$ cat config.mk
export PLATFORM = sky130hd
export DESIGN_NAME = tore_encoder
export DESIGN_NICKNAME = d
export VERILOG_FILES = /design/src/verilog/tore_pkg.sv /design/src/verilog/tore_encoder.sv
export VERILOG_INCLUDE_DIRS = /design/src /design/src/verilog
export SDC_FILE = /design/constraint.sdc
export NUM_CORES = 1
export LEC_CHECK = 0
export BUFFER_PORTS_ARGS = -buffer_cell sky130_fd_sc_hd__buf_2
export CAP_MARGIN = 20
export CORE_ASPECT_RATIO = 1.5
export CORE_MARGIN = 5
export CORE_UTILIZATION = 48
export CTS_CLUSTER_SIZE = 20
export DETAILED_ROUTE_END_ITERATION = 10
export PLACE_DENSITY = 0.67
export SLEW_MARGIN = 15
export SYNTH_ARGS = -nofsm -noshare
export SYNTH_HDL_FRONTEND = slang
export SYNTH_SLANG_ARGS = --single-unit
$ cat constraint.sdc
create_clock -name sys_clk -period 4.84 [get_ports sys_clk]
set_input_delay 1.21 -clock sys_clk [delete_from_list [all_inputs] [get_ports sys_clk]]
set_output_delay 1.21 -clock sys_clk [all_outputs]
set_load 0.01 [all_outputs]
$ cat src/verilog/tore_defines.svh
// Purpose: Shared constants of the tape object record encoder
// Assumes: 10 MHz system clock
// Notes: Character codes, run lengths and tone timing
`ifndef TORE_DEFINES_SVH
`define TORE_DEFINES_SVH

// Record and file characters
`define TORE_SEMI 8'h3B
`define TORE_CR 8'h0D
`define TORE_EOF 8'h1A
`define TORE_FINAL_ID 8'h00
`define TORE_PRINT_LO 8'h20
`define TORE_PRINT_HI 8'h7F

// Block framing characters and sizes
`define TORE_SYN 8'h16
`define TORE_ID_ASCII 8'h23
`define TORE_ID_BIN 8'h25
`define TORE_REC_MAX 5'h18
`define TORE_LINE_MAX 7'h4F
`define TORE_FIELD_LAST 7'h4E
`define TORE_SYN_FIRST 10'h200
`define TORE_SYN_SECOND_MIN 10'h06A
`define TORE_IRG_RESET 8'h50

// Tone timing: half cycle of the 2400 Hz tone
`define TORE_CLK_PERIOD_NS 32'h0000_0064
`define TORE_HALF_2400_NS 32'h0003_2DCD
`define TORE_HALF_CYCLES (`TORE_HALF_2400_NS / `TORE_CLK_PERIOD_NS)

`endif

$ cat src/verilog/tore_pkg.sv
// Purpose: Types of the tape object record encoder
// Assumes: Constants come from tore_defines.svh
// Notes: State codes follow Gray order along the usual path
package tore_pkg;

  typedef enum logic [3:0] {
    FM_IDLE = 4'h0,
    FM_FILL = 4'h1,
    FM_SEMI = 4'h3,
    FM_COUNT = 4'h2,
    FM_ADDRH = 4'h6,
    FM_ADDRL = 4'h7,
    FM_DATA = 4'h5,
    FM_CKH = 4'h4,
    FM_CKL = 4'hC,
    FM_CR = 4'hD,
    FM_EOF = 4'hF,
    FM_TEXT = 4'hE,
    FM_DONE = 4'hA
  } tore_fmt_e;

  typedef enum logic [2:0] {
    FR_IDLE = 3'h0,
    FR_SYNC = 3'h1,
    FR_ID = 3'h3,
    FR_BLK = 3'h2,
    FR_DATA = 3'h6,
    FR_CKH = 3'h7,
    FR_CKL = 3'h5
  } tore_frm_e;

endpackage

$ cat src/verilog/tore_encoder.sv
// Purpose: Record formatter, block framer and tone modulator for tape
// Assumes: Host handshake on sys_clk; one file at a time
// Notes: Byte stream is recorded as 2400/1200 Hz half-cycle patterns
//
// Functional notes
// - Object data is cut into records, each with start address, max 24 bytes.
// - Data records carry a byte count between 1 and 24.
// - Record order: semicolon, count, address, data, checksum, CR, 1A.
// - Record checksum sums the count, address and data bytes only.
// - Each record ends with carriage return 0D; the code sends 1A after it.
// - A file has at least one data record plus a unique final record.
// - Final record: semicolon, 00, record count, checksum, CR, 1A.
// - On tape hex fields are packed bytes; markers stay single bytes.
// - Packed byte holds one digit in bits 0-3, the other in 4-7.
// - Bit: positive 2400 Hz half, then three halves of 2400 or 1200 Hz.
// - Bit timing comes from a configurable tape bit rate constant.
// - Block: type byte, block number, 79 data bytes, two checksum bytes.
// - Every block is preceded by a run of 16 hex idle characters.
// - The first block is preceded by exactly 512 idle characters.
// - Between blocks twice the interblock sync setting idle characters.
// - Second block gets the larger of 106 and the setting's count.
// - Type byte is # for ASCII data, % for binary data.
// - Block number starts at 00, steps by one, wraps after FF.
// - Data field is laid out as first, middle or last block.
// - Text lines hold printable 20-7F characters, max 79, ended by CR.
// - Block checksum is the 16-bit sum of the 81 block bytes.
// - Unused data field bytes of the last block are zero filled.
`timescale 1ns/1ps
`include "tore_defines.svh"

module tore_encoder
  import tore_pkg::*;
(
  input wire logic sys_clk,
  input wire logic rst_n,
  input wire logic fileStart,
  input wire logic fileBinary,
  input wire logic [15:0] startAddr,
  input wire logic [7:0] inByte,
  input wire logic inValid,
  input wire logic inLast,
  input wire logic [7:0] interblockSyncSetting,
  input wire logic [15:0] tapeBitRateConstant,
  output logic inReady,
  output logic tapeOut,
  output logic busy
);

  tore_fmt_e fmState;
  tore_frm_e frState;
  logic [7:0] recBuf [0:23];
  logic [4:0] recLen;
  logic [4:0] dataIdx;
  logic [15:0] curAddr;
  logic [15:0] recNum;
  logic [15:0] recSum;
  logic [15:0] addrField;
  logic lastSeen;
  logic finalRec;
  logic binMode;
  logic justBroke;
  logic [6:0] lineLen;
  logic [7:0] fmtByte;
  logic fmtValid;
  logic [7:0] emitByte;
  logic fmEmit;
  logic fmDone;
  logic inTake;
  logic printable;
  logic [9:0] syncLeft;
  logic [9:0] syncTwice;
  logic [9:0] syncSecond;
  logic [9:0] syncRun;
  logic [7:0] blkNum;
  logic [6:0] fieldIdx;
  logic [15:0] blkSum;
  logic secondNext;
  logic canSend;
  logic sendNow;
  logic [7:0] txByte;
  logic fmtTake;
  logic startOk;
  logic [7:0] shReg;
  logic [2:0] bitCnt;
  logic [1:0] segIdx;
  logic [16:0] segTimer;
  logic [16:0] segLen;
  logic [15:0] halfLen;
  logic segEnd;
  logic serBusy;

  assign inTake = inValid && inReady;
  assign printable = (inByte >= `TORE_PRINT_LO) && (inByte <= `TORE_PRINT_HI);
  assign fmDone = (fmState == FM_DONE);
  assign addrField = finalRec ? recNum + 16'h0001 : curAddr;
  assign startOk = (fmState == FM_IDLE) && (frState == FR_IDLE) && !serBusy;

  // Formatter output byte for the current state
  always_comb begin
    emitByte = 8'h00;
    fmEmit = 1'b0;
    case (fmState)
      FM_SEMI: begin
        emitByte = `TORE_SEMI;
        fmEmit = !fmtValid;
      end
      FM_COUNT: begin
        emitByte = finalRec ? `TORE_FINAL_ID : {3'b000, recLen};
        fmEmit = !fmtValid;
      end
      FM_ADDRH: begin
        emitByte = addrField[15:8];
        fmEmit = !fmtValid;
      end
      FM_ADDRL: begin
        emitByte = addrField[7:0];
        fmEmit = !fmtValid;
      end
      FM_DATA: begin
        emitByte = recBuf[dataIdx];
        fmEmit = !fmtValid;
      end
      FM_CKH: begin
        emitByte = recSum[15:8];
        fmEmit = !fmtValid;
      end
      FM_CKL: begin
        emitByte = recSum[7:0];
        fmEmit = !fmtValid;
      end
      FM_CR: begin
        emitByte = `TORE_CR;
        fmEmit = !fmtValid;
      end
      FM_EOF: begin
        emitByte = `TORE_EOF;
        fmEmit = !fmtValid;
      end
      FM_TEXT: begin
        if (!fmtValid && lineLen == `TORE_LINE_MAX) begin
          emitByte = `TORE_CR;
          fmEmit = 1'b1;
        end else if (inTake && inByte == `TORE_CR) begin
          emitByte = inByte;
          fmEmit = !justBroke;
        end else if (inTake && printable) begin
          emitByte = inByte;
          fmEmit = 1'b1;
        end
      end
      default: begin
        emitByte = 8'h00;
        fmEmit = 1'b0;
      end
    endcase
  end

  // Record and text formatter
  always_ff @(posedge sys_clk or negedge rst_n) begin
    if (!rst_n) begin
      fmState <= FM_IDLE;
      recLen <= 5'h00;
      dataIdx <= 5'h00;
      curAddr <= 16'h0000;
      recNum <= 16'h0000;
      recSum <= 16'h0000;
      lastSeen <= 1'b0;
      finalRec <= 1'b0;
      binMode <= 1'b0;
      justBroke <= 1'b0;
      lineLen <= 7'h00;
    end else begin
      case (fmState)
        FM_IDLE: if (startOk && fileStart) begin
          binMode <= fileBinary;
          curAddr <= startAddr;
          recNum <= 16'h0000;
          recLen <= 5'h00;
          finalRec <= 1'b0;
          lastSeen <= 1'b0;
          lineLen <= 7'h00;
          justBroke <= 1'b0;
          fmState <= fileBinary ? FM_FILL : FM_TEXT;
        end
        FM_FILL: if (inTake) begin
          recBuf[recLen] <= inByte;
          recLen <= recLen + 5'h01;
          if (inLast || recLen == `TORE_REC_MAX - 5'h01) begin
            lastSeen <= inLast;
            fmState <= FM_SEMI;
          end
        end
        FM_SEMI: if (fmEmit) begin
          fmState <= FM_COUNT;
        end
        FM_COUNT: if (fmEmit) begin
          recSum <= {8'h00, emitByte};
          fmState <= FM_ADDRH;
        end
        FM_ADDRH: if (fmEmit) begin
          recSum <= recSum + {8'h00, emitByte};
          fmState <= FM_ADDRL;
        end
        FM_ADDRL: if (fmEmit) begin
          recSum <= recSum + {8'h00, emitByte};
          dataIdx <= 5'h00;
          fmState <= finalRec ? FM_CKH : FM_DATA;
        end
        FM_DATA: if (fmEmit) begin
          recSum <= recSum + {8'h00, emitByte};
          dataIdx <= dataIdx + 5'h01;
          if (dataIdx == recLen - 5'h01) begin
            fmState <= FM_CKH;
          end
        end
        FM_CKH: if (fmEmit) begin
          fmState <= FM_CKL;
        end
        FM_CKL: if (fmEmit) begin
          fmState <= FM_CR;
        end
        FM_CR: if (fmEmit) begin
          fmState <= FM_EOF;
        end
        FM_EOF: if (fmEmit) begin
          if (finalRec) begin
            fmState <= FM_DONE;
          end else begin
            recNum <= recNum + 16'h0001;
            curAddr <= curAddr + {11'h000, recLen};
            recLen <= 5'h00;
            finalRec <= lastSeen;
            fmState <= lastSeen ? FM_SEMI : FM_FILL;
          end
        end
        FM_TEXT: begin
          if (!fmtValid && lineLen == `TORE_LINE_MAX) begin
            lineLen <= 7'h00;
            justBroke <= 1'b1;
          end else if (inTake) begin
            if (inByte == `TORE_CR) begin
              lineLen <= 7'h00;
              justBroke <= 1'b0;
            end else if (printable) begin
              lineLen <= lineLen + 7'h01;
              justBroke <= 1'b0;
            end
            if (inLast) begin
              finalRec <= 1'b1;
              fmState <= FM_EOF;
            end
          end
        end
        FM_DONE: if (frState == FR_IDLE) begin
          fmState <= FM_IDLE;
        end
        default: fmState <= FM_IDLE;
      endcase
    end
  end

  // One-byte hand-off from formatter to framer
  always_ff @(posedge sys_clk or negedge rst_n) begin
    if (!rst_n) begin
      fmtValid <= 1'b0;
      fmtByte <= 8'h00;
    end else if (fmEmit) begin
      fmtValid <= 1'b1;
      fmtByte <= emitByte;
    end else if (fmtTake) begin
      fmtValid <= 1'b0;
    end
  end

  // Host ready only while the formatter can take a byte
  always_ff @(posedge sys_clk or negedge rst_n) begin
    if (!rst_n) begin
      inReady <= 1'b0;
    end else begin
      inReady <= !inTake && !fmtValid && ((fmState == FM_FILL) ||
        (fmState == FM_TEXT && lineLen != `TORE_LINE_MAX));
    end
  end

  assign syncTwice = {1'b0, interblockSyncSetting, 1'b0};
  assign syncSecond = (syncTwice > `TORE_SYN_SECOND_MIN) ? syncTwice :
    `TORE_SYN_SECOND_MIN;

  always_comb begin
    canSend = 1'b0;
    txByte = 8'h00;
    case (frState)
      FR_SYNC: begin
        canSend = (syncLeft != 10'h000);
        txByte = `TORE_SYN;
      end
      FR_ID: begin
        canSend = 1'b1;
        txByte = binMode ? `TORE_ID_BIN : `TORE_ID_ASCII;
      end
      FR_BLK: begin
        canSend = 1'b1;
        txByte = blkNum;
      end
      FR_DATA: begin
        canSend = fmtValid || fmDone;
        txByte = fmtValid ? fmtByte : 8'h00;
      end
      FR_CKH: begin
        canSend = 1'b1;
        txByte = blkSum[15:8];
      end
      FR_CKL: begin
        canSend = 1'b1;
        txByte = blkSum[7:0];
      end
      default: begin
        canSend = 1'b0;
        txByte = 8'h00;
      end
    endcase
  end

  assign sendNow = canSend && !serBusy;
  assign fmtTake = sendNow && (frState == FR_DATA) && fmtValid;

  // Block framer
  always_ff @(posedge sys_clk or negedge rst_n) begin
    if (!rst_n) begin
      frState <= FR_IDLE;
      syncLeft <= 10'h000;
      blkNum <= 8'h00;
      fieldIdx <= 7'h00;
      blkSum <= 16'h0000;
      secondNext <= 1'b0;
    end else begin
      case (frState)
        FR_IDLE: if (startOk && fileStart) begin
          syncLeft <= `TORE_SYN_FIRST;
          blkNum <= 8'h00;
          secondNext <= 1'b1;
          frState <= FR_SYNC;
        end
        FR_SYNC: begin
          if (syncLeft == 10'h000) begin
            frState <= FR_ID;
          end else if (sendNow) begin
            syncLeft <= syncLeft - 10'h001;
          end
        end
        FR_ID: if (sendNow) begin
          blkSum <= {8'h00, txByte};
          frState <= FR_BLK;
        end
        FR_BLK: if (sendNow) begin
          blkSum <= blkSum + {8'h00, txByte};
          fieldIdx <= 7'h00;
          frState <= FR_DATA;
        end
        FR_DATA: if (sendNow) begin
          blkSum <= blkSum + {8'h00, txByte};
          fieldIdx <= fieldIdx + 7'h01;
          if (fieldIdx == `TORE_FIELD_LAST) begin
            frState <= FR_CKH;
          end
        end
        FR_CKH: if (sendNow) begin
          frState <= FR_CKL;
        end
        FR_CKL: if (sendNow) begin
          blkNum <= blkNum + 8'h01;
          secondNext <= 1'b0;
          if (fmDone && !fmtValid) begin
            frState <= FR_IDLE;
          end else begin
            syncLeft <= secondNext ? syncSecond : syncTwice;
            frState <= FR_SYNC;
          end
        end
        default: frState <= FR_IDLE;
      endcase
    end
  end

  // Tone modulator; zero constant falls back to the nominal rate
  assign halfLen = (tapeBitRateConstant == 16'h0000) ?
    16'(`TORE_HALF_CYCLES) : tapeBitRateConstant;
  assign segLen = (segIdx == 2'h0 || shReg[0]) ? {1'b0, halfLen} :
    {halfLen, 1'b0};
  assign segEnd = (segTimer == segLen - 17'h0_0001);

  always_ff @(posedge sys_clk or negedge rst_n) begin
    if (!rst_n) begin
      shReg <= 8'h00;
      bitCnt <= 3'h0;
      segIdx <= 2'h0;
      segTimer <= 17'h0_0000;
      serBusy <= 1'b0;
    end else if (!serBusy) begin
      if (sendNow) begin
        shReg <= txByte;
        bitCnt <= 3'h0;
        segIdx <= 2'h0;
        segTimer <= 17'h0_0000;
        serBusy <= 1'b1;
      end
    end else if (segEnd) begin
      segTimer <= 17'h0_0000;
      if (segIdx == 2'h3) begin
        segIdx <= 2'h0;
        shReg <= {1'b0, shReg[7:1]};
        bitCnt <= bitCnt + 3'h1;
        if (bitCnt == 3'h7) begin
          serBusy <= 1'b0;
        end
      end else begin
        segIdx <= segIdx + 2'h1;
      end
    end else begin
      segTimer <= segTimer + 17'h0_0001;
    end
  end

  always_ff @(posedge sys_clk or negedge rst_n) begin
    if (!rst_n) begin
      tapeOut <= 1'b0;
      busy <= 1'b0;
    end else begin
      tapeOut <= serBusy && !segIdx[0];
      busy <= serBusy || (frState != FR_IDLE) || (fmState != FM_IDLE);
    end
  end

  // Idle characters sent in the current run
  always_ff @(posedge sys_clk or negedge rst_n) begin
    if (!rst_n) begin
      syncRun <= 10'h000;
    end else if (frState != FR_SYNC) begin
      syncRun <= 10'h000;
    end else if (sendNow) begin
      syncRun <= syncRun + 10'h001;
    end
  end
endmodule // tore_encoder

==> results.json <==
{
  "status": "completed",
  "seq_area_sq_um": 9800,
  "critPathBufInv": 4,
  "clock_sink_count": 353,
  "rrSetupSlack_ns": 0.24,
  "path_clk_slew_ns": 0.07,
  "cp_top_family": "compound AO/OA/AOI/OAI gates",
  "slew_headroom_pct": 40.7,
  "grt_pass1_vias": 14800,
  "wl_per_cell_microns": 21.0,
  "critPathKind": "reg2reg",
  "fin_nets": 1997,
  "std_cell_rows": 89,
  "p_leak_nw": 8.38,
  "reg2regPathDepth": 19,
  "yosysMostFrequentCell": "edfxtp_1",
  "grt-ovfl-total": 0,
  "ys_warn_count": 0,
  "synth_nets": 1885,
  "grt_usage_pct": 22.8,
  "fp.coreArea_sq_um": 39300,
  "cp.arrival_ns": 5.01,
  "synthArstFlopShare_pct": 45.6,
  "finalSetupViolations": 0,
  "irDropWorstVdd_mv": 0.325,
  "nFillCells": 3403,
  "path_common_cell": "a21oi_1",
  "clock_skew_ns": 0.0234,
  "synth_common_cells": "edfxtp_1, nor2_1, o21ai_0",
  "gp_congestion": 0.963,
  "drtPass1Iterations": 5,
  "ios": 57,
  "drive_above_1_share_pct": 16.7,
  "synth_seq_cells": 353,
  "vias": 14800,
  "hp-class": "reg2reg",
  "htreeDepth": 2,
  "antenna_found_initial": 0,
  "synth_top_cell_area_share_pct": 30.3,
  "p_total_w": 0.00620,
  "portBuffers": 56,
  "cts_tree": "built",
  "path_cells": "buf_12 > buf_4 > mux4_2 > mux4_2 > nor2_1 > a211oi_1 > a2111oi_1 > buf_4 > inv_1 > ha_1 > a21o_1 > a21oi_1 > o21ai_0 > a21oi_1 > o21ai_0 > a21o_1 > a21oi_1 > or4b_2 > mux2i_1",
  "clkLatencyLatePin_ns": 0.55,
  "hpwlAfterDp_microns": 37100,
  "endpoint_kind": "register",
  "drtAntennaViolNets": 0,
  "synth_top_cell_by_area": "edfxtp_1",
  "root_buffer": "clkbuf_16",
  "crit_required_ns": 5.25,
  "die_area_sq_um": 43900,
  "multi_input_comb_area_sq_um": 8650,
  "period_minus_slack_ns": 4.60,
  "synth_ff_type": "edfxtp_1",
  "viasPerCell": 6.08,
  "fin_crit_sh_pct": 95.1,
  "worst_slew_pin_slew_ns": 0.886,
  "grt_max_degree": 141,
  "hold_path_depth": 1,
  "hold_path.startpoint": "lineLen[6]$_DFFE_PN0P_",
  "wirelength_microns": 51000,
  "critical_path.max_stage_delay_ns": 0.65,
  "hold_viol": 0,
  "syn_inst": 1790,
  "die_h_microns": 254,
  "worst_setup_path_start_kind": "register",
  "whs_endpoint": "lineLen[6]$_DFFE_PN0P_",
  "syn_to_final_growth_pct": 14.0,
  "grt_pass1_wl_microns": 80300,
  "drv_cap": 0,
  "cts_buffer_depth": 3,
  "dpl_worst_slack_ns": -0.253,
  "netlist_area_sq_um": 19100,
  "synth_edf_count": 192,
  "worst_slack_ns": 0.239,
  "drcViolationCount": 0,
  "seq_area_frac_synth_pct": 51.4,
  "n_antenna_cell": 0,
  "initial_core_util_pct": 48.5,
  "cp_max_fo": 15,
  "yosysUniqueCellTypes": 79,
  "max_freq_mhz": 217,
  "cts_hold_buf": 0,
  "grt_setup_unrepaired": "false",
  "die-width_microns": 173,
  "rr_startpoint": "dataIdx[0]$_DFFE_PN0P_",
  "drt_iter0_drc": 1085,
  "syn_area_per_cell_sq_um": 10.6,
  "slowest_stage": "or4b_2",
  "holdWs_ns": 0.474,
  "cts-buffers-inserted": 37,
  "power_density_nw_per_um2": 285,
  "synth_area_leaders": "edfxtp_1, dfrtp_1, mux4_2",
  "drv_slew": 0,
  "r2r-end": "recSum[15]$_DFFE_PN0P_"
}
[flip-flops by register name, indices dropped and copies added, names as in the netlist, 2 cells and up, named ones only]
register / count
segIdx: 2
blkSum: 16
recSum: 16
bitCnt: 3
segTimer: 17
frState: 2
shReg: 8
blkNum: 8
lineLen: 7
dataIdx: 5
fmtByte: 8
recNum: 16
fmState: 4
recLen: 5
recBuf: 192
curAddr: 16
fieldIdx: 7
syncLeft: 10
[worst max-delay path by stage]
stage | startpoint | to | slack, ns | cells past startpoint
floorplan | dataIdx[0]$_DFFE_PN0P_ | recSum[15]$_DFFE_PN0P_ | 0.04 | 17
global placement | inByte[7] | recSum[12]$_DFFE_PN0P_ | -0.1 | 21
detailed placement | inByte[7] | recSum[14]$_DFFE_PN0P_ | -0.25 | 21
CTS | dataIdx[0]$_DFFE_PN0P_ | recSum[14]$_DFFE_PN0P_ | 0.08 | 17
global route | dataIdx[0]$_DFFE_PN0P_ | recSum[14]$_DFFE_PN0P_ | 0.03 | 18
finish | dataIdx[0]$_DFFE_PN0P_ | recSum[15]$_DFFE_PN0P_ | 0.24 | 19
[placed cells by master (no fill, tap or decap), drive strengths merged, types with 21 or more instances in the layout]
cell	instances
edfxtp	192
buf	176
nor2	174
o21ai	169
nand2	161
dfrtp	161
a21oi	104
inv	60
nand3	57
mux4	56
clkbuf	49
ha	38
xnor2	35
nor3	33
o211ai	28
and3	27
xor2	25
a21o	25
mux2i	23
o31ai	23
nor3b	22
nor4	21
[power by group]
group          switching, W  total (W)  internal [W]
logic              0.000120   0.000186     0.0000656
clock network       0.00122    0.00284       0.00161
registers        0.00000255    0.00318       0.00318
[cell families (layout without fill, tap and decap cells)]
kind of cell	count (synthesis)	count (layout)	synth area share [%]
flops	353	353	51.4
mux	85	85	8.18
compound gates	488	488	16.1
xor+xnor	60	60	2.76
fa+ha+maj	41	41	2.81
buf+inv	160	301	3.37
simple gates	603	603	15.4
[metal layers]
metal	part of all wire, %	global-route usage, %
met5	0	0
met4	5.0	10.5
met2	54	43.2
met1	38	25.4
met3	3.7	2.78
[worst reg2reg max path: stages, from the launching register on]
cell       delay [ns]
dfrtp_4          0.43
buf_12           0.17
buf_4            0.14
mux4_2           0.47
mux4_2           0.48
nor2_1           0.11
a211oi_1         0.07
a2111oi_1        0.33
buf_4            0.20
inv_1            0.05
ha_1             0.27
a21o_1           0.11
a21oi_1          0.10
o21ai_0          0.17
a21oi_1          0.11
o21ai_0          0.19
a21o_1           0.18
a21oi_1          0.09
or4b_2           0.65
mux2i_1          0.14
[repair_timing]
action,4_1_cts,5_1_grt
setup endpoints to repair,0,6
resized for setup,0,8
buffers inserted,0,5
[cell type report]
type | count | area share, %
clock buffers | 49 | 4.70
clock inverters | 19 | 0.823
inverters | 57 | 0.985
multi-input cells | 1277 | 39.8
flip-flops and latches | 353 | 45.1
well taps | 500 | 2.88
repair buffers | 176 | 5.71
[per-stage QoR]
stage               cell area, sq um  setup TNS, ns  instances  utilization (%)
floorplan                      19100              0       1790                -
global placement               20500         -0.322       2358             52.0
detailed placement             20500         -0.945       2358             52.0
CTS                            21700              0       2426             55.1
global route                   21700              0       2431             55.3
finish                         21700              0       2431             55.3
Power figures use the tool's default switching activity.
